===== src/logic/debug_access_pkg.sv =====
// Constants, types and register map of the background debug access controller.
// Assumes an APB master with 32-bit data and word-aligned register offsets.
package debug_access_pkg;
  localparam int          ADDR_W        = 8;
  localparam logic [7:0]  OFF_CSR       = 8'h00;
  localparam logic [7:0]  OFF_ADDR      = 8'h04;
  localparam logic [7:0]  OFF_WDATA     = 8'h08;
  localparam logic [7:0]  OFF_CMD       = 8'h0C;
  localparam logic [7:0]  OFF_RDATA     = 8'h10;
  // Control and status bit positions
  localparam int          B_ILLEGAL_COMMAND_FLAG      = 0;
  localparam int          B_NO_RESPONSE_FLAG      = 1;
  localparam int          B_ACKON       = 2;
  localparam int          B_CLKSEL      = 3;
  localparam int          B_STEAL       = 4;
  localparam int          B_BGACT       = 5;
  localparam int          B_ENABLE      = 6;
  localparam int          B_UNSECURED_FLAG       = 7;
  localparam int          B_ERASING     = 8;
  localparam int          B_BUSY        = 8;
  localparam int          B_READY       = 9;
  // Command codes
  localparam logic [7:0]  OP_NOP        = 8'h00;
  localparam logic [7:0]  OP_ACK_EN     = 8'h02;
  localparam logic [7:0]  OP_ACK_DIS    = 8'h03;
  localparam logic [7:0]  OP_HALT       = 8'h04;
  localparam logic [7:0]  OP_RESUME     = 8'h08;
  localparam logic [7:0]  OP_STEP       = 8'h09;
  localparam logic [7:0]  OP_CSR_WR     = 8'h0D;
  localparam logic [7:0]  OP_MEM_WR     = 8'h10;
  localparam logic [7:0]  OP_CSR_RD     = 8'h2D;
  localparam logic [7:0]  OP_MEM_RD     = 8'h30;
  localparam logic [7:0]  OP_REG_WR     = 8'h40;
  localparam logic [7:0]  OP_REG_RD     = 8'h60;
  localparam logic [7:0]  OP_ERASE      = 8'h95;
  localparam logic [7:0]  OP_SYNC       = 8'hFF;
  // Timing and data constants
  localparam int          READY_CYCLES  = 10;
  localparam int          NO_RESPONSE_FLAG_CYCLES = 512;
  localparam logic [31:0] ILLEGAL_DATA  = 32'hEEEEEEEE;
  localparam logic [31:0] ZERO32        = 32'h00000000;

  typedef enum logic [1:0] {
    CLS_ALWAYS = 2'b00,
    CLS_NONINT = 2'b01,
    CLS_ACTIVE = 2'b10,
    CLS_NONE   = 2'b11
  } cmd_class_e;

  typedef enum logic [1:0] {
    ST_IDLE   = 2'b00,
    ST_DECODE = 2'b01,
    ST_BUS    = 2'b10,
    ST_ERASE  = 2'b11
  } ctrl_state_e;

  typedef struct packed {
    logic        req;
    logic        we;
    logic [23:0] addr;
    logic [31:0] wdata;
  } bus_req_s;
endpackage


===== src/logic/debug_access_ctrl.sv =====
// Background debug access controller: command gating, security, background mode.
// Assumes APB master on pclk; core-side inputs synchronous to pclk.
// Operation
// - Secured reset clears unsecured flag
// - Secured: only control register and erase; the code also accepts sync and handshake enable/disable
// - Erase success unsecures; failure stays secured
// - Background mode needs debug enable bit, except entry by single-chip reset
// - Enter via halt, instruction, breakpoint, single-chip reset
// - First command accepted 10 cycles after reset
// - During NVM init only always-available run
// - Only debug commands change CPU while halted
// - Halt while disabled ignored, no CPU delay
// - Clock select routes serial clock source
// - Internal accesses use core clock
// - Always-available commands accepted in any state
// - Non-intrusive need enable and unsecured
// - Active commands need unsecured and halted
// - Active: CPU registers, step, resume
// - Non-intrusive also accepted while halted
// - No handshake: steal next bus cycle
// - Illegal command sets flag, reads 0xEE bytes
// - Handshake, no steal: 512-cycle timeout aborts
// - Command code is eight bits
`timescale 1ns/1ns
module debug_access_ctrl
  import debug_access_pkg::*;
#(
  parameter int TIMEOUT = NO_RESPONSE_FLAG_CYCLES
) (
  // Clock and reset
  input  wire logic                        pclk,
  input  wire logic                        presetn,
  // APB slave
  input  wire logic                        psel,
  input  wire logic                        penable,
  input  wire logic                        pwrite,
  input  wire logic [debug_access_pkg::ADDR_W-1:0] paddr,
  input  wire logic [31:0]                 pwdata,
  output logic [31:0]                      prdata,
  output logic                             pready,
  output logic                             pslverr,
  // Device straps and status
  input  wire logic                        secure_strap,
  input  wire logic                        ssc_strap,
  input  wire logic                        nvm_init_busy,
  // CPU side
  input  wire logic                        halt_insn,
  input  wire logic                        breakpoint_hit,
  input  wire logic [31:0]                 cpu_reg_rdata,
  output logic                             cpu_halt,
  output logic                             cpu_step,
  output logic                             cpu_reg_we,
  output logic [3:0]                       cpu_reg_num,
  output logic [31:0]                      cpu_reg_wdata,
  // System bus side
  input  wire logic                        bus_free,
  input  wire logic [31:0]                 bus_rdata,
  output debug_access_pkg::bus_req_s       bus_req,
  output logic                             bus_steal,
  // Flash mass erase
  input  wire logic                        erase_done,
  input  wire logic                        erase_ok,
  output logic                             erase_req,
  output logic                             unsecured_flag_program,
  // Link side indications
  output logic                             clk_sel,
  output logic                             ack_pulse,
  output logic                             ack_long,
  output logic                             sync_pulse
);
  import debug_access_pkg::*;

  localparam int TW = $clog2(TIMEOUT + 1);

  ctrl_state_e state_q;
  ctrl_state_e state_d;
  cmd_class_e  cls;
  logic [7:0]  op_q;
  logic [23:0] addr_q;
  logic [31:0] wdata_q;
  logic [31:0] rdata_q;
  logic [31:0] rdata_d;
  logic [3:0]  rdy_cnt_q;
  logic        ready_q;
  logic        init_q;
  logic        unsecured_flag_q;
  logic        en_q;
  logic        bdm_q;
  logic        steal_q;
  logic        clksel_q;
  logic        ackon_q;
  logic        no_response_flag_q;
  logic        illegal_command_flag_q;
  logic [TW-1:0] tmo_q;
  logic        legal;
  logic        steal_mode;
  logic        wr_acc;
  logic        rd_acc;
  logic        cmd_wr;
  logic        stall;
  logic        ev_ill;
  logic        ev_no_response_flag;
  logic        ev_halt;
  logic        ev_resume;
  logic        ev_csr_wr;
  logic        ev_unsecured_flag;
  logic        ev_ackon;
  logic        ev_ackoff;
  logic        ev_ack;
  logic        ev_ack_long;
  logic        ev_sync;
  logic        ev_step;
  logic        ev_reg_we;
  logic        ev_bus_start;
  logic        ev_erase_start;
  logic        rdata_we;
  logic [31:0] csr_val;

  assign csr_val = {23'h000000, (state_q == ST_ERASE), unsecured_flag_q, en_q, bdm_q, steal_q,
                    clksel_q, ackon_q, no_response_flag_q, illegal_command_flag_q};
  assign wr_acc  = psel & penable & pwrite & ~pready;
  assign rd_acc  = psel & penable & ~pwrite & ~pready;
  assign cmd_wr  = wr_acc & (paddr == OFF_CMD);
  // Command waits until the controller is ready and idle
  assign stall   = cmd_wr & (~ready_q | (state_q != ST_IDLE));
  assign steal_mode = ~ackon_q | steal_q;

  // Command classes
  always_comb begin
    case (op_q)
      OP_CSR_RD, OP_CSR_WR, OP_ERASE, OP_SYNC, OP_ACK_EN, OP_ACK_DIS: cls = CLS_ALWAYS;
      OP_MEM_RD, OP_MEM_WR, OP_NOP, OP_HALT:                           cls = CLS_NONINT;
      OP_REG_RD, OP_REG_WR, OP_STEP, OP_RESUME:                         cls = CLS_ACTIVE;
      default:                                                          cls = CLS_NONE;
    endcase
  end

  // Gating; an erase in progress stalls every command, always-available included, until idle
  always_comb begin
    case (cls)
      CLS_ALWAYS: legal = 1'b1;
      CLS_NONINT: legal = en_q & unsecured_flag_q;
      CLS_ACTIVE: legal = unsecured_flag_q & bdm_q;
      default:    legal = 1'b0;
    endcase
  end

  // Command sequencer and its events
  always_comb begin
    state_d        = state_q;
    rdata_d        = rdata_q;
    rdata_we       = 1'b0;
    ev_ill         = 1'b0;
    ev_no_response_flag      = 1'b0;
    ev_halt        = 1'b0;
    ev_resume      = 1'b0;
    ev_csr_wr      = 1'b0;
    ev_unsecured_flag       = 1'b0;
    ev_ackon       = 1'b0;
    ev_ackoff      = 1'b0;
    ev_ack         = 1'b0;
    ev_ack_long    = 1'b0;
    ev_sync        = 1'b0;
    ev_step        = 1'b0;
    ev_reg_we      = 1'b0;
    ev_bus_start   = 1'b0;
    ev_erase_start = 1'b0;
    case (state_q)
      ST_IDLE: begin
        if (cmd_wr && !stall) begin
          state_d = ST_DECODE;
        end
      end
      ST_DECODE: begin
        if (cls != CLS_ALWAYS && nvm_init_busy) begin
          state_d = ST_DECODE;
        end else if (!legal) begin
          state_d  = ST_IDLE;
          ev_ill   = 1'b1;
          rdata_d  = ILLEGAL_DATA;
          rdata_we = 1'b1;
        end else begin
          state_d = ST_IDLE;
          case (op_q)
            OP_CSR_RD: begin
              rdata_d  = csr_val;
              rdata_we = 1'b1;
            end
            OP_CSR_WR:  ev_csr_wr = 1'b1;
            OP_ACK_EN: begin
              ev_ackon = 1'b1;
              ev_ack   = 1'b1;
            end
            OP_ACK_DIS: ev_ackoff = 1'b1;
            OP_SYNC:    ev_sync = 1'b1;
            OP_ERASE: begin
              ev_erase_start = 1'b1;
              state_d        = ST_ERASE;
            end
            OP_HALT: begin
              ev_halt = 1'b1;
              ev_ack  = 1'b1;
            end
            OP_MEM_RD, OP_MEM_WR: begin
              ev_bus_start = 1'b1;
              state_d      = ST_BUS;
            end
            OP_REG_RD: begin
              rdata_d  = cpu_reg_rdata;
              rdata_we = 1'b1;
              ev_ack   = 1'b1;
            end
            OP_REG_WR: begin
              ev_reg_we = 1'b1;
              ev_ack    = 1'b1;
            end
            OP_STEP: begin
              ev_step = 1'b1;
              ev_ack  = 1'b1;
            end
            OP_RESUME: begin
              ev_resume = 1'b1;
              ev_ack    = 1'b1;
            end
            default:    ev_ack = 1'b1;
          endcase
        end
      end
      ST_BUS: begin
        if (bus_free) begin
          state_d = ST_IDLE;
          ev_ack  = 1'b1;
          if (!bus_req.we) begin
            rdata_d  = bus_rdata;
            rdata_we = 1'b1;
          end
        end else if (!steal_mode && tmo_q == TW'(TIMEOUT - 1)) begin
          state_d     = ST_IDLE;
          ev_no_response_flag   = 1'b1;
          ev_ack_long = 1'b1;
          rdata_d     = ILLEGAL_DATA;
          rdata_we    = 1'b1;
        end
      end
      ST_ERASE: begin
        if (erase_done) begin
          state_d  = ST_IDLE;
          ev_unsecured_flag = erase_ok;
        end
      end
      default: state_d = ST_IDLE;
    endcase
  end

  always_ff @(posedge pclk or negedge presetn) begin
    if (!presetn) begin
      state_q <= ST_IDLE;
      rdata_q <= ZERO32;
    end else begin
      state_q <= state_d;
      if (rdata_we) begin
        rdata_q <= rdata_d;
      end
    end
  end

  // Readiness after reset, and strap capture one edge after release
  always_ff @(posedge pclk or negedge presetn) begin
    if (!presetn) begin
      rdy_cnt_q <= 4'h0;
      ready_q   <= 1'b0;
      init_q    <= 1'b0;
    end else begin
      init_q <= 1'b1;
      if (rdy_cnt_q != 4'(READY_CYCLES)) begin
        rdy_cnt_q <= rdy_cnt_q + 4'h1;
      end
      ready_q <= (rdy_cnt_q == 4'(READY_CYCLES - 1)) | ready_q;
    end
  end

  // Security state
  always_ff @(posedge pclk or negedge presetn) begin
    if (!presetn) begin
      unsecured_flag_q       <= 1'b0;
      unsecured_flag_program <= 1'b0;
    end else begin
      unsecured_flag_program <= ev_unsecured_flag;
      if (!init_q) begin
        unsecured_flag_q <= ~secure_strap;
      end else if (ev_unsecured_flag) begin
        unsecured_flag_q <= 1'b1;
      end
    end
  end

  // Control bits and sticky flags; a new event wins over a clearing write
  always_ff @(posedge pclk or negedge presetn) begin
    if (!presetn) begin
      en_q     <= 1'b0;
      steal_q  <= 1'b0;
      clksel_q <= 1'b0;
      ackon_q  <= 1'b0;
      no_response_flag_q <= 1'b0;
      illegal_command_flag_q <= 1'b0;
    end else begin
      if (ev_csr_wr) begin
        en_q     <= wdata_q[B_ENABLE];
        steal_q  <= wdata_q[B_STEAL];
        clksel_q <= wdata_q[B_CLKSEL];
      end
      ackon_q  <= ev_ackon | (ackon_q & ~ev_ackoff);
      no_response_flag_q <= ev_no_response_flag | (no_response_flag_q & ~(ev_csr_wr & wdata_q[B_NO_RESPONSE_FLAG]));
      illegal_command_flag_q <= ev_ill | (illegal_command_flag_q & ~(ev_csr_wr & wdata_q[B_ILLEGAL_COMMAND_FLAG]));
    end
  end

  // Background mode; the CPU completes its current instruction before halting
  always_ff @(posedge pclk or negedge presetn) begin
    if (!presetn) begin
      bdm_q <= 1'b0;
    end else if (!init_q) begin
      bdm_q <= ssc_strap;
    end else if (ev_halt || (en_q && (halt_insn || breakpoint_hit))) begin
      bdm_q <= 1'b1;
    end else if (ev_resume) begin
      bdm_q <= 1'b0;
    end
  end

  // Bus access with cycle stealing or bounded wait
  always_ff @(posedge pclk or negedge presetn) begin
    if (!presetn) begin
      bus_req   <= '0;
      bus_steal <= 1'b0;
      tmo_q     <= '0;
    end else begin
      if (ev_bus_start) begin
        bus_req.req   <= 1'b1;
        bus_req.we    <= (op_q == OP_MEM_WR);
        bus_req.addr  <= addr_q;
        bus_req.wdata <= wdata_q;
        bus_steal     <= steal_mode;
        tmo_q         <= '0;
      end else if (state_q == ST_BUS && state_d != ST_BUS) begin
        bus_req.req <= 1'b0;
        bus_steal   <= 1'b0;
      end else if (state_q == ST_BUS) begin
        tmo_q <= tmo_q + TW'(1);
      end
    end
  end

  // CPU, erase and link strobes
  always_ff @(posedge pclk or negedge presetn) begin
    if (!presetn) begin
      cpu_step      <= 1'b0;
      cpu_reg_we    <= 1'b0;
      cpu_reg_num   <= 4'h0;
      cpu_reg_wdata <= ZERO32;
      erase_req     <= 1'b0;
      ack_pulse     <= 1'b0;
      ack_long      <= 1'b0;
      sync_pulse    <= 1'b0;
    end else begin
      cpu_step      <= ev_step;
      cpu_reg_we    <= ev_reg_we;
      cpu_reg_num   <= addr_q[3:0];
      cpu_reg_wdata <= wdata_q;
      erase_req     <= ev_erase_start | (erase_req & ~erase_done);
      // Handshake pulses only when the host turned the handshake on
      ack_pulse     <= ev_ack & (ackon_q | ev_ackon);
      ack_long      <= ev_ack_long;
      sync_pulse    <= ev_sync;
    end
  end

  assign cpu_halt = bdm_q;
  assign clk_sel  = clksel_q;

  // APB registers and answers
  always_ff @(posedge pclk or negedge presetn) begin
    if (!presetn) begin
      op_q    <= OP_NOP;
      addr_q  <= 24'h000000;
      wdata_q <= ZERO32;
      prdata  <= ZERO32;
      pready  <= 1'b0;
      pslverr <= 1'b0;
    end else begin
      pready  <= (wr_acc & ~stall) | rd_acc;
      pslverr <= 1'b0;
      prdata  <= ZERO32;
      if (wr_acc && !stall) begin
        case (paddr)
          OFF_ADDR:  addr_q  <= pwdata[23:0];
          OFF_WDATA: wdata_q <= pwdata;
          OFF_CMD:   op_q    <= pwdata[7:0];
          default:   pslverr <= 1'b1;
        endcase
      end
      if (rd_acc) begin
        case (paddr)
          OFF_CSR:   prdata <= csr_val;
          OFF_ADDR:  prdata <= {8'h00, addr_q};
          OFF_WDATA: prdata <= wdata_q;
          OFF_CMD:   prdata <= {22'h000000, ready_q, (state_q != ST_IDLE), op_q};
          OFF_RDATA: prdata <= rdata_q;
          default:   pslverr <= 1'b1;
        endcase
      end
    end
  end
endmodule // debug_access_ctrl


===== config.mk =====
export PLATFORM = sky130hd
export DESIGN_NAME = debug_access_ctrl
export DESIGN_NICKNAME = d
export VERILOG_FILES = /design/src/logic/debug_access_pkg.sv /design/src/logic/debug_access_ctrl.sv
export SDC_FILE = /design/constraint.sdc
export NUM_CORES = 1
export LEC_CHECK = 0
export ABC_AREA = 0
export BUFFER_PORTS_ARGS = -buffer_cell sky130_fd_sc_hd__buf_2
export CAP_MARGIN = 20
export CORE_MARGIN = 1
export CORE_UTILIZATION = 49
export DETAILED_ROUTE_END_ITERATION = 12
export PLACE_DENSITY = 0.87
export SYNTH_ARGS = -nofsm -noshare
export SYNTH_HDL_FRONTEND = slang
export SYNTH_SLANG_ARGS = --single-unit

===== constraint.sdc =====
create_clock -name pclk -period 3.7 [get_ports pclk]
set_clock_uncertainty 0.05 [all_clocks]
set_input_delay 0.74 -clock pclk [delete_from_list [all_inputs] [get_ports pclk]]
set_output_delay 0.74 -clock pclk [all_outputs]
set_load 0.1 [all_outputs]

==> impl_results.md, run 1 <==
* Clock buffer count from CTS at 27
* Slew @ Worst Pin at 1080 ps
* Post-CTS Hold Buffers at 0
* Largest cells by area after synthesis: dfrtp_1 (59%), mux2_2 (10%), nand2_1 (7.8%)
* RSZ-0062 raised after global routing: no
* Clock-pin transition on the worst setup and hold timing paths at 60 ps
* Max_cap viols at 0
* Unique masters post-synth at 61
* TritonCTS clock tree: yes
* Area Growth Syn to Fin at 24.4%
* Initial antenna violation count at 2
* Max FO, Critical Path at 32
* Largest net degree at the start of global routing at 84
* Clk root buf: clkbuf_16
* DIE WIDTH at approximately 150 um
* Worst-Skew Late Latency at 540 ps
* Primary FF master, synth: dfrtp_1
* Hold Fails Final Rpt at 0
* Starting density of the core at 0.501
* Internal power at 4.71 mW
* Register area share after synthesis at 0.589
* Vias in the first global route at roughly 8,700
* GRT busiest layer: met2
* Slew Limit Fails at 0
* Crit path DAT at 3950 ps
* Register area at around 0.0065 mm^2
* Setup ws final at about 130 ps
* Synth area leader: dfrtp_1
* Setup TNS at 0 ps
* Post-DP Area at 0.0128 mm^2
* Fin area at about 0.014 mm^2
* Fin crit share at 0.966
* Sequential Power Share at 0.500
* I/O pin cnt at about 260
* P per Cell Area at 450 mW/mm^2
* Core box area at 0.0219 mm^2
* Layout cells sized above 1 at 0.360
* DRT Pass-1 Iters at 5
* CP delay by family, top: simple AND/OR/NAND/NOR gates
* Grt ovf at 0
* Slowest stage delay, CP at 570 ps
* CP Capture Type: flip-flop
* Fill count at 1,697
* CTS H-tree lvls at 1
* GRT Total Usage at 0.279
* Post-synth EDFFs at 0
* Most common cell in the netlist: dfrtp_1
* Crit path buffers/inverters at 1
* Syn_nets at 1,117
* Via/cell ratio at 5.73
* Slowest stage cell on the critical path: or4_1
* Hpwl dp at 22.5 mm
* Achievable Freq at 0.280 GHz
* Cell mode on critical path: a21o_2
* Final setup viols at 0
* Warnings, synthesis at 0
* Clock share of power at 0.432
* Power, Total at 6.13 mW
* Hold Path Class: primary input to async pin
* WL/cell at 20.6 um
* Max_slew headroom at 0.282
* Final hold slack at 105 ps
* DRT antenna net count at 0
* Avg Inst Size Synth at approximately 11 um^2
* Vias at 8,889
* Critical path class: flip-flop to flip-flop
* Maximum VDD drop at 0.000303 V
* Multi-input logic area at between 0.004 and 0.005 mm^2
* Status: complete, no violations
* Sw frac at 0.231
* Fin crit period at 3570 ps
* Synth Cell Area at 0.0110 mm^2
* Cells after synthesis at 989
* Yosys reg bits at ~260
* Worst path cell trace: or4_1 > nor2_1 > a21oi_1 > ha_1 > mux2i_1 > or3b_2 > a21o_2 > o31ai_1 > a21o_2 > buf_12 > mux2_2
* CP startpoint kind: flip-flop
* Port bufs at 254
* Reg2Reg Launch Point: op_q[4]
* First-pass GRT wire length at between 40 and 50 mm
* Async SR Flop Fraction at 1.00
* Die Y at around 150 um
* Worst slack, placed at 109 ps
* Met1 Resource Use GR at 0.378
* Lkg Pwr at 7.02 nW
* Core Rows at 54
* Switch Pwr at 1.42 mW
* Drt total wl at 32.0 mm
* WP data required at 4070 ps
* Synth top cells by count: dfrtp_1 (258), nand2_1 (229), mux2_2 (99), nor2_1 (72), a21oi_1 (53)
* Met3 Use GR at 0.0359
* Met2 usage at 0.455
* Nets at 1,383
* Drt initial violations at around 670
* Comb power frac at 0.068
* Max clock buf depth at 3
* Full die area at 0.0230 mm^2
* Critical path launch point: op_q[4]
* Clock sink count at roughly 260
* Area share of the leading cell type in the synthesized netlist at 0.589
* Gp weighted congestion at 0.901
* Drt drc at 0
==> worst reg2reg max path, delay by kind of cell, from the launching register on <==
| family | cells | cell delay [ps] |
|---|---|---|
| buffers and inverters | 1 | 220 |
| muxes | 2 | 520 |
| and+or+nand+nor | 3 | 1200 |
| adders and majority gates | 1 | 210 |
| AOI/OAI and AO/OA | 4 | 820 |
| DFF | 1 | 460 |
==> kinds of logic after synthesis <==
| group | Yosys count | synth area share |
|---|---|---|
| fa+ha+maj | 11 | 0.0126 |
| mux | 119 | 0.120 |
| other cells | 1 | 0.000342 |
| flops | 258 | 0.589 |
| xor+xnor | 3 | 0.00240 |
| compound gates | 144 | 0.0905 |
| simple gates | 381 | 0.155 |
| buf+inv | 72 | 0.0299 |
==> metrics by stage <==
stage,instances,utilization
after detailed placement,1505,0.583
final,1551,0.623
after global routing,1550,0.623
after global placement,1505,0.583
after floorplan,989,-
after CTS,1549,0.622
==> flip-flops by register name (all words and copies together) (netlist names), 2 cells and up <==
signal	cells
prdata	32
op_q	8
rdy_cnt_q	4
cpu_reg_num	4
cpu_reg_wdata	32
bus_req	58
state_q	2
rdata_q	32
addr_q	24
wdata_q	32
tmo_q	10
==> worst paths after layout <==
path / to / slack (ps) / cells after the start
max: rdata_q[22] / 130 / 11
min: unsecured_flag_q / 100 / 1
max reg2reg: rdata_q[22] / 130 / 11
min reg2reg: cpu_reg_num[0] / 370 / 0
max in group asynchronous: bus_req[31] / 2490 / 2
min in group pclk: unsecured_flag_q / 320 / 2
==> metal layers <==
metal  vias up  part of all wire
met5         -           0.00025
met4         2             0.035
met3        81             0.077
met2       443              0.48
met1      4408              0.40
li1       3955                 -
==> power groups by stage <==
stage | Sequential (mW) | Combinational, mW | Clock, mW
2_1_floorplan | 3.13 | 0.176 | 0
3_3_place_gp | 3.10 | 0.396 | 0
3_5_place_dp | 3.12 | 0.415 | 0
4_1_cts | 3.07 | 0.417 | 2.70
5_1_grt | 3.08 | 0.451 | 2.80
6_report | 3.07 | 0.414 | 2.65
==> final cells by class <==
type                       count  share of cell area
timing repair buffer         294               0.122
inverter                      15             0.00413
sequential                   258               0.473
antenna                        1            0.000184
tap                          280              0.0257
clock buffer                  37              0.0552
multi-input combinational    659               0.311
clock inverter                 7             0.00789
==> what timing repair did <==
item                                    4_1_cts  5_1_grt
resized for setup                             0        2
hold endpoints to repair                      0        0
endpoints found under the setup margin        0        5
buffers inserted                              0        1
==> cell usage in the layout, fill, tap and decap left out, drive strengths merged, types with 9 or more instances in the layout <==
cell,Yosys,final
a21oi,54,54
a221oi,9,9
a22oi,18,18
buf,29,294
clkbuf,28,37
dfrtp,258,258
ha,11,11
inv,15,16
mux2,101,101
mux2i,18,18
nand2,229,229
nor2,72,72
nor3,10,10
nor4,10,10
o21ai,15,15
o31ai,9,9
or4,11,11
Note: power is estimated with default switching activity, not from simulation.
==> inputs of run 2 (changes only) <==
--- a/config.mk
+++ b/config.mk
@@ -5,13 +5,13 @@
 export SDC_FILE = /design/constraint.sdc
 export NUM_CORES = 1
 export LEC_CHECK = 0
-export ABC_AREA = 0
+export ABC_AREA = 1
 export BUFFER_PORTS_ARGS = -buffer_cell sky130_fd_sc_hd__buf_2
 export CAP_MARGIN = 20
 export CORE_MARGIN = 1
 export CORE_UTILIZATION = 49
 export DETAILED_ROUTE_END_ITERATION = 12
-export PLACE_DENSITY = 0.87
+export PLACE_DENSITY = 0.86
 export SYNTH_ARGS = -nofsm -noshare
 export SYNTH_HDL_FRONTEND = slang
 export SYNTH_SLANG_ARGS = --single-unit
==> run 2 against run 1 <==
Total power rose by 7.7%. Final cell count rose by 12%. Wire length rose by 4.4%. Clock power rose by 8.3%. Core utilization fell by 1.4 points. Flip-flop and latch count did not move. Global-route usage rose by 0.48 points. Critical endpoint is now bus_req[23].
==> impl_results.md, run 2 <==
* CP startpoint kind: flip-flop
* CTS H-tree lvls at 1
* Grt ovf at 0
* Highest routed layer: met4
* Routed met1 length at about 13 mm
* Register-to-Register Path Depth at 17
* Drt drc at 0
* Clock buffer count from CTS at 27
* Hold Path Class: primary input to async pin
* Lkg Pwr at around 7 nW
* Wire length on met3 at approximately 2.7 mm
* Worst r2r dst: bus_req[23]
* Core Rows at 55
* I/O pin cnt at 255
* Fin crit period at 3070 ps
* Hold Fails Final Rpt at 0
* Worst path cell trace: inv_2 > nand2_1 > nor2_1 > nand2_1 > nand3_4 > ha_1 > nor2_1 > o21ai_0 > a21oi_1 > o21bai_2 > nand2_4 > inv_2 > nand3_2 > nor2_4 > buf_4 > nand2_1 > nand2_1
* Die Y at 154 um
* Synth top cells by count: nand2_1 (276), dfrtp_1 (258), inv_1 (111), nor2_1 (85), o21ai_0 (79)
* Worst reg2reg setup slack at about 630 ps
* Critical path class: flip-flop to flip-flop
* Syn_nets at 1,311
* Post-CTS Hold Buffers at 0
* Slew Limit Fails at 0
* Max clock buf depth at 3
* Maximum VDD drop at 0.000294 V
* Layout cells sized above 1 at 0.311
* Reg2Reg Launch Point: op_q[2]
* DRT antenna net count at 0
* Met2 wire length at ~16 mm
* CTS resizes at 0
* Unique masters post-synth at 53
* Max_cap viols at 0
* WP data required at 4110 ps
* Largest net degree at the start of global routing at 88
* Synth area leader: dfrtp_1
* DIE WIDTH at 154 um
* DRT Pass-1 Iters at 5
* Register area share after synthesis at 0.568
* Area share of the leading cell type in the synthesized netlist at 0.568
* Slew @ Worst Pin at 867 ps
* TritonCTS clock tree: yes
* Number of flip-flops in the largest register at between 50 and 60
* Status: complete, no violations
* Worst-Skew Late Latency at 540 ps
* Fin area at between 0.01 and 0.015 mm^2
* Primary FF master, synth: dfrtp_1
* Hpwl dp at 24.0 mm
* Full die area at 0.0238 mm^2
* Starting density of the core at 0.500
* Slowest stage cell on the critical path: dfrtp_1
* Setup TNS at 0 ps
* Achievable Freq at 0.326 GHz
* Fin crit share at 0.830
* Post-DP Area at 0.0129 mm^2
* Final setup viols at 0
* Cells after synthesis at ~1,200
* Warnings, synthesis at 0
* Leading cell type in the layout, fill and taps excluded: nand2_1
* Max FO, Critical Path at 16
* Most common cell in the netlist: nand2_1
* Port bufs at 254
* Nets at 1,565
* Vias in the first global route at 9,456
* Cell mode on critical path: nand2_1
* Fill count at around 1,900
* Setup Buffers After CTS at 0
* Yosys reg bits at 258
* Clock-pin transition on the worst setup and hold timing paths at 70 ps
* Crit path DAT at 3480 ps
* Slowest stage delay, CP at 450 ps
* Gp weighted congestion at roughly 0.95
* P per Cell Area at between 400 and 500 mW/mm^2
* RSZ-0062 raised after global routing: no
* Clock sink count at 258
* Synth Cell Area at 0.0114 mm^2
* Largest cells by area after synthesis: dfrtp_1 (57%), nand2_1 (9.1%), inv_1 (3.7%)
* Biggest register: bus_req
* WL/cell at slightly below 20 um
* Max_slew headroom at 0.419
* Initial antenna violation count at 1
* Area Growth Syn to Fin at 21.7%
* Vias at 9,558
* Core box area at 0.0227 mm^2
* GRT Total Usage at 0.284
* Most frequent cells in the layout: nand2_1 (275), dfrtp_1 (258), buf_2 (253)
* Avg Inst Size Synth at between 9 and 10 um^2
* Via/cell ratio at 5.49
* Post-synth EDFFs at 0
* First-pass GRT wire length at 51.6 mm
* Drt total wl at 33.4 mm
* Clk root buf: clkbuf_16
* Drt initial violations at 799
* Async SR Flop Fraction at 1.00
* CP Capture Type: flip-flop
[run 2: changes by cell type in the layout (fill, tap and decap cells not counted), sizes merged, moves of 17 or more]
cell and delta:
inv +105, mux2i -17, nand3 +36, nor2 +21, o21ai +116, mux2 -93, nand2 +81
[run 2: worst max-delay path by stage]
| stage | cells after the start | from | slack [ps] | to |
|---|---|---|---|---|
| 6_report | 17 | op_q[2] | 630 | bus_req[23] |
| 3_3_place_gp | 17 | op_q[1] | 710 | bus_req[23] |
| 2_1_floorplan | 17 | op_q[4] | 1260 | rdata_q[12] |
| 3_5_place_dp | 17 | op_q[4] | 700 | bus_req[23] |
| 4_1_cts | 17 | op_q[4] | 660 | bus_req[23] |
| 5_1_grt | 17 | op_q[5] | 360 | tmo_q[5] |
[run 2: cell families after synthesis]
group                      after synthesis  share of synthesized area
AOI/OAI and AO/OA                      249                      0.141
xor gates and xnor gates                 8                    0.00617
adders and majority gates               11                     0.0121
buffers and inverters                  177                     0.0722
DFF                                    258                      0.568
muxes                                    9                    0.00881
other                                    1                   0.000330
and+or+nand+nor                        470                      0.191
[run 2: cell type report]
type	count	area, um^2	share of cell area
Antenna cell	1	2.50	0.000181
Clock buffer	32	724	0.0524
Clock inverter	15	210	0.0152
Inverter	124	467	0.0338
Multi-Input combinational cell	748	4100	0.296
Sequential cell	258	6460	0.467
Tap cell	285	357	0.0258
Timing Repair Buffer	278	1510	0.109
[run 2: routing by layer]
metal / vias to the layer above / track usage
li1: 4357 / -
met1: 4665 / 0.364
met3: 76 / 0.0639
met4: 0 / 0.112
met5: - / 0
met2: 460 / 0.469
[run 2: report_power, final]
group / total (mW) / switching, mW / internal [mW]
Combinational: 0.592 / 0.372 / 0.220
Sequential: 3.15 / 0.145 / 3.01
Clock: 2.87 / 1.13 / 1.74
[run 2: per-stage QoR]
step           cells  hold WS, ps  total power, mW  setup slack (ps)  utilization
6_report        1741          155             6.61               631        0.609
3_3_place_gp    1693          329             3.76               708        0.567
2_1_floorplan   1183          324             3.51              1260            -
4_1_cts         1740          171             6.65               656        0.609
5_1_grt         1740          197             6.82               359        0.609
3_5_place_dp    1693          340             3.79               696        0.567
[run 2: worst max-delay path: cells and delay by family, from the launching register on]
kind	cells	cell delay (ps)
AOI/OAI and AO/OA	3	340
adders and majority gates	1	240
buffers and inverters	3	500
DFF	1	450
and+or+nand+nor	10	1420
==> inputs of run 3 (changes only) <==
==> constraint.sdc (replaced) <==
create_clock -name pclk -period 2.8 [get_ports pclk]
set_clock_uncertainty 0.05 [all_clocks]
set_input_delay 0.56 -clock pclk [delete_from_list [all_inputs] [get_ports pclk]]
set_output_delay 0.56 -clock pclk [all_outputs]
set_load 0.1 [all_outputs]
==> run 3 against run 2 <==
Fmax rose by 17%. Worst setup slack got worse by 450 ps. Largest cell class unchanged. First-iteration DRC count grew 4.5%. Total power grew 27%. Largest power group unchanged. Final cell count up 1.8%.
==> impl_results.md, run 3 (synthesis results as in run 2) <==
* Port bufs at 254
* TritonCTS clock tree: yes
* Area Growth Syn to Fin at 24.6%
* Nets at 1,595
* Worst-Skew Late Latency at 530 ps
* Max FO, Critical Path at 36
* Register area at roughly 0.0065 mm^2
* Register-to-Register Path Depth at 16
* Post-route insts no fill at 1,772
* Fill count at 1,816
* Achievable Freq at roughly 0.38 GHz
* Largest net degree at the start of global routing at 74
* Crit path DAT at 2990 ps
* Core box area at 0.0227 mm^2
* Reg2Reg Launch Point: op_q[1]
* Hold Path Class: primary input to flip-flop
* Dpl cells at ~1,700
* DIE WIDTH at 154 um
* Lkg Pwr at ~7.3 nW
* Critical path launch point: op_q[1]
* Beginning of the worst hold path: bus_free
* Clk root buf: clkbuf_16
* Fin crit share at 0.937
* Vias in the first global route at about 9,500
* Final setup viols at 0
* DRT antenna net count at 0
* Grt ovf at 0
* P per Cell Area at 595 mW/mm^2
* Setup TNS at 0 ps
* Maximum VDD drop at 0.000428 V
* Post-layout util at 0.623
* RSZ-0062 raised after global routing: no
* Slew Limit Fails at 0
* Die Y at 154 um
* WP data required at around 3200 ps
* CP startpoint kind: flip-flop
* Initial antenna violation count at 1
* Clock-pin transition on the worst setup and hold timing paths at 60 ps
* Clock sink count at 258
* Hold Fails Final Rpt at 0
* Core Rows at 55
* Starting density of the core at 0.500
* Via/cell ratio at 5.44
* Drt total wl at 33.8 mm
* Status: complete, no violations
* Vias at 9,641
* Worst reg2reg setup slack at ~180 ps
* Most frequent cells in the layout: nand2_1 (271), buf_2 (253), dfrtp_1 (251)
* Biggest register: bus_req
* Drt drc at 0
* Layout cells sized above 1 at 0.334
* Leading cell type in the layout, fill and taps excluded: nand2_1
* Worst r2r dst: bus_req[2]
* Critical path class: flip-flop to flip-flop
* End of the critical path: bus_req[2]
* CP Capture Type: flip-flop
* Multi-input logic area at 0.00416 mm^2
* I/O pin cnt at between 200 and 300
* Drt initial violations at 835
* Max_slew headroom at 0.647
* Full die area at between 0.02 and 0.025 mm^2
* Clock buffer count from CTS at 27
* DRT Pass-1 Iters at 5
* Hpwl dp at 24.3 mm
* Slew @ Worst Pin at roughly 530 ps
* Max_cap viols at 0
* Fin crit period at 2620 ps
* CTS H-tree lvls at 1
* WL/cell at 19.1 um
* First-pass GRT wire length at 51.1 mm
* Gp weighted congestion at between 0.9 and 1
* Number of flip-flops in the largest register at 58
* GRT Total Usage at 0.281
* Max clock buf depth at 3
run 3: cell types whose count changed in the layout (fill, tap and decap cells not counted), moves of 4 or more:
cell | before | now
buf_4 | 20 | 40
dfrtp_1 | 258 | 251
dfrtp_2 | 0 | 7
nor2_1 | 85 | 78
clkbuf_1 | 2 | 7
nor2_2 | 4 | 9
buf_12 | 4 | 8
bufinv_16 | 5 | 1
nand2_1 | 275 | 271
run 3: final cells by class:
| type | count | share of cell area |
|---|---|---|
| repair buffers | 308 | 0.130 |
| inverters | 124 | 0.0335 |
| clock inverters | 8 | 0.00504 |
| well taps | 285 | 0.0252 |
| multi-input cells | 748 | 0.294 |
| flip-flops and latches | 258 | 0.457 |
| diodes | 1 | 0.000177 |
| clock buffers | 40 | 0.0554 |
run 3: worst min path at each step:
stage	endpoint	slack, ps	depth (start not counted)
2_1_floorplan	ack_long	210	0
3_3_place_gp	cpu_reg_num[1]	330	0
3_5_place_dp	cpu_reg_wdata[11]	330	0
4_1_cts	ack_long	160	2
5_1_grt	ack_long	190	2
6_report	ack_long	190	2
run 3: repair_timing:
action / in CTS / in global routing
endpoints found under the hold margin: 57 / 0
endpoints found under the setup margin: 0 / 81
resized for setup: 0 / 34
setup buffers: 0 / 7
hold buffers: 1 / 0
run 3: power by group:
part	switching, mW	total (mW)	internal (mW)
registers	0.173	4.15	3.97
logic	0.495	0.806	0.311
clock network	1.45	3.47	2.02
run 3: layer usage:
metal  vias to the layer above  global-route usage  wire (um)
met5                         -                   0          0
met4                         0               0.125       1540
met3                       115              0.0510       2770
met2                       483               0.463      16000
met1                      4621               0.365      13400
li1                       4422                   -          -
run 3: through the flow:
stage	power, mW	hold WS, ps	worst slack [ps]	cell area [um^2]
2_1_floorplan	4.64	214	357	11400
3_3_place_gp	4.96	331	158	13100
3_5_place_dp	4.99	332	130	13100
4_1_cts	8.46	158	97.3	14000
5_1_grt	8.71	188	0.00289	14100
6_report	8.42	192	176	14100
run 3: worst max-delay path: stages (launching register included):
cell and delay (ps):
dfrtp_2 440, inv_2 80, nand2_2 90, nor2_2 130, nand2_2 90, nand3_4 100
ha_1 240, nor2_1 90, o21ai_1 70, a21oi_1 120, o21bai_4 140, nand2_4 100
nor2_8 170, nand2_4 140, buf_16 220, nand2_1 100, nand2_1 80
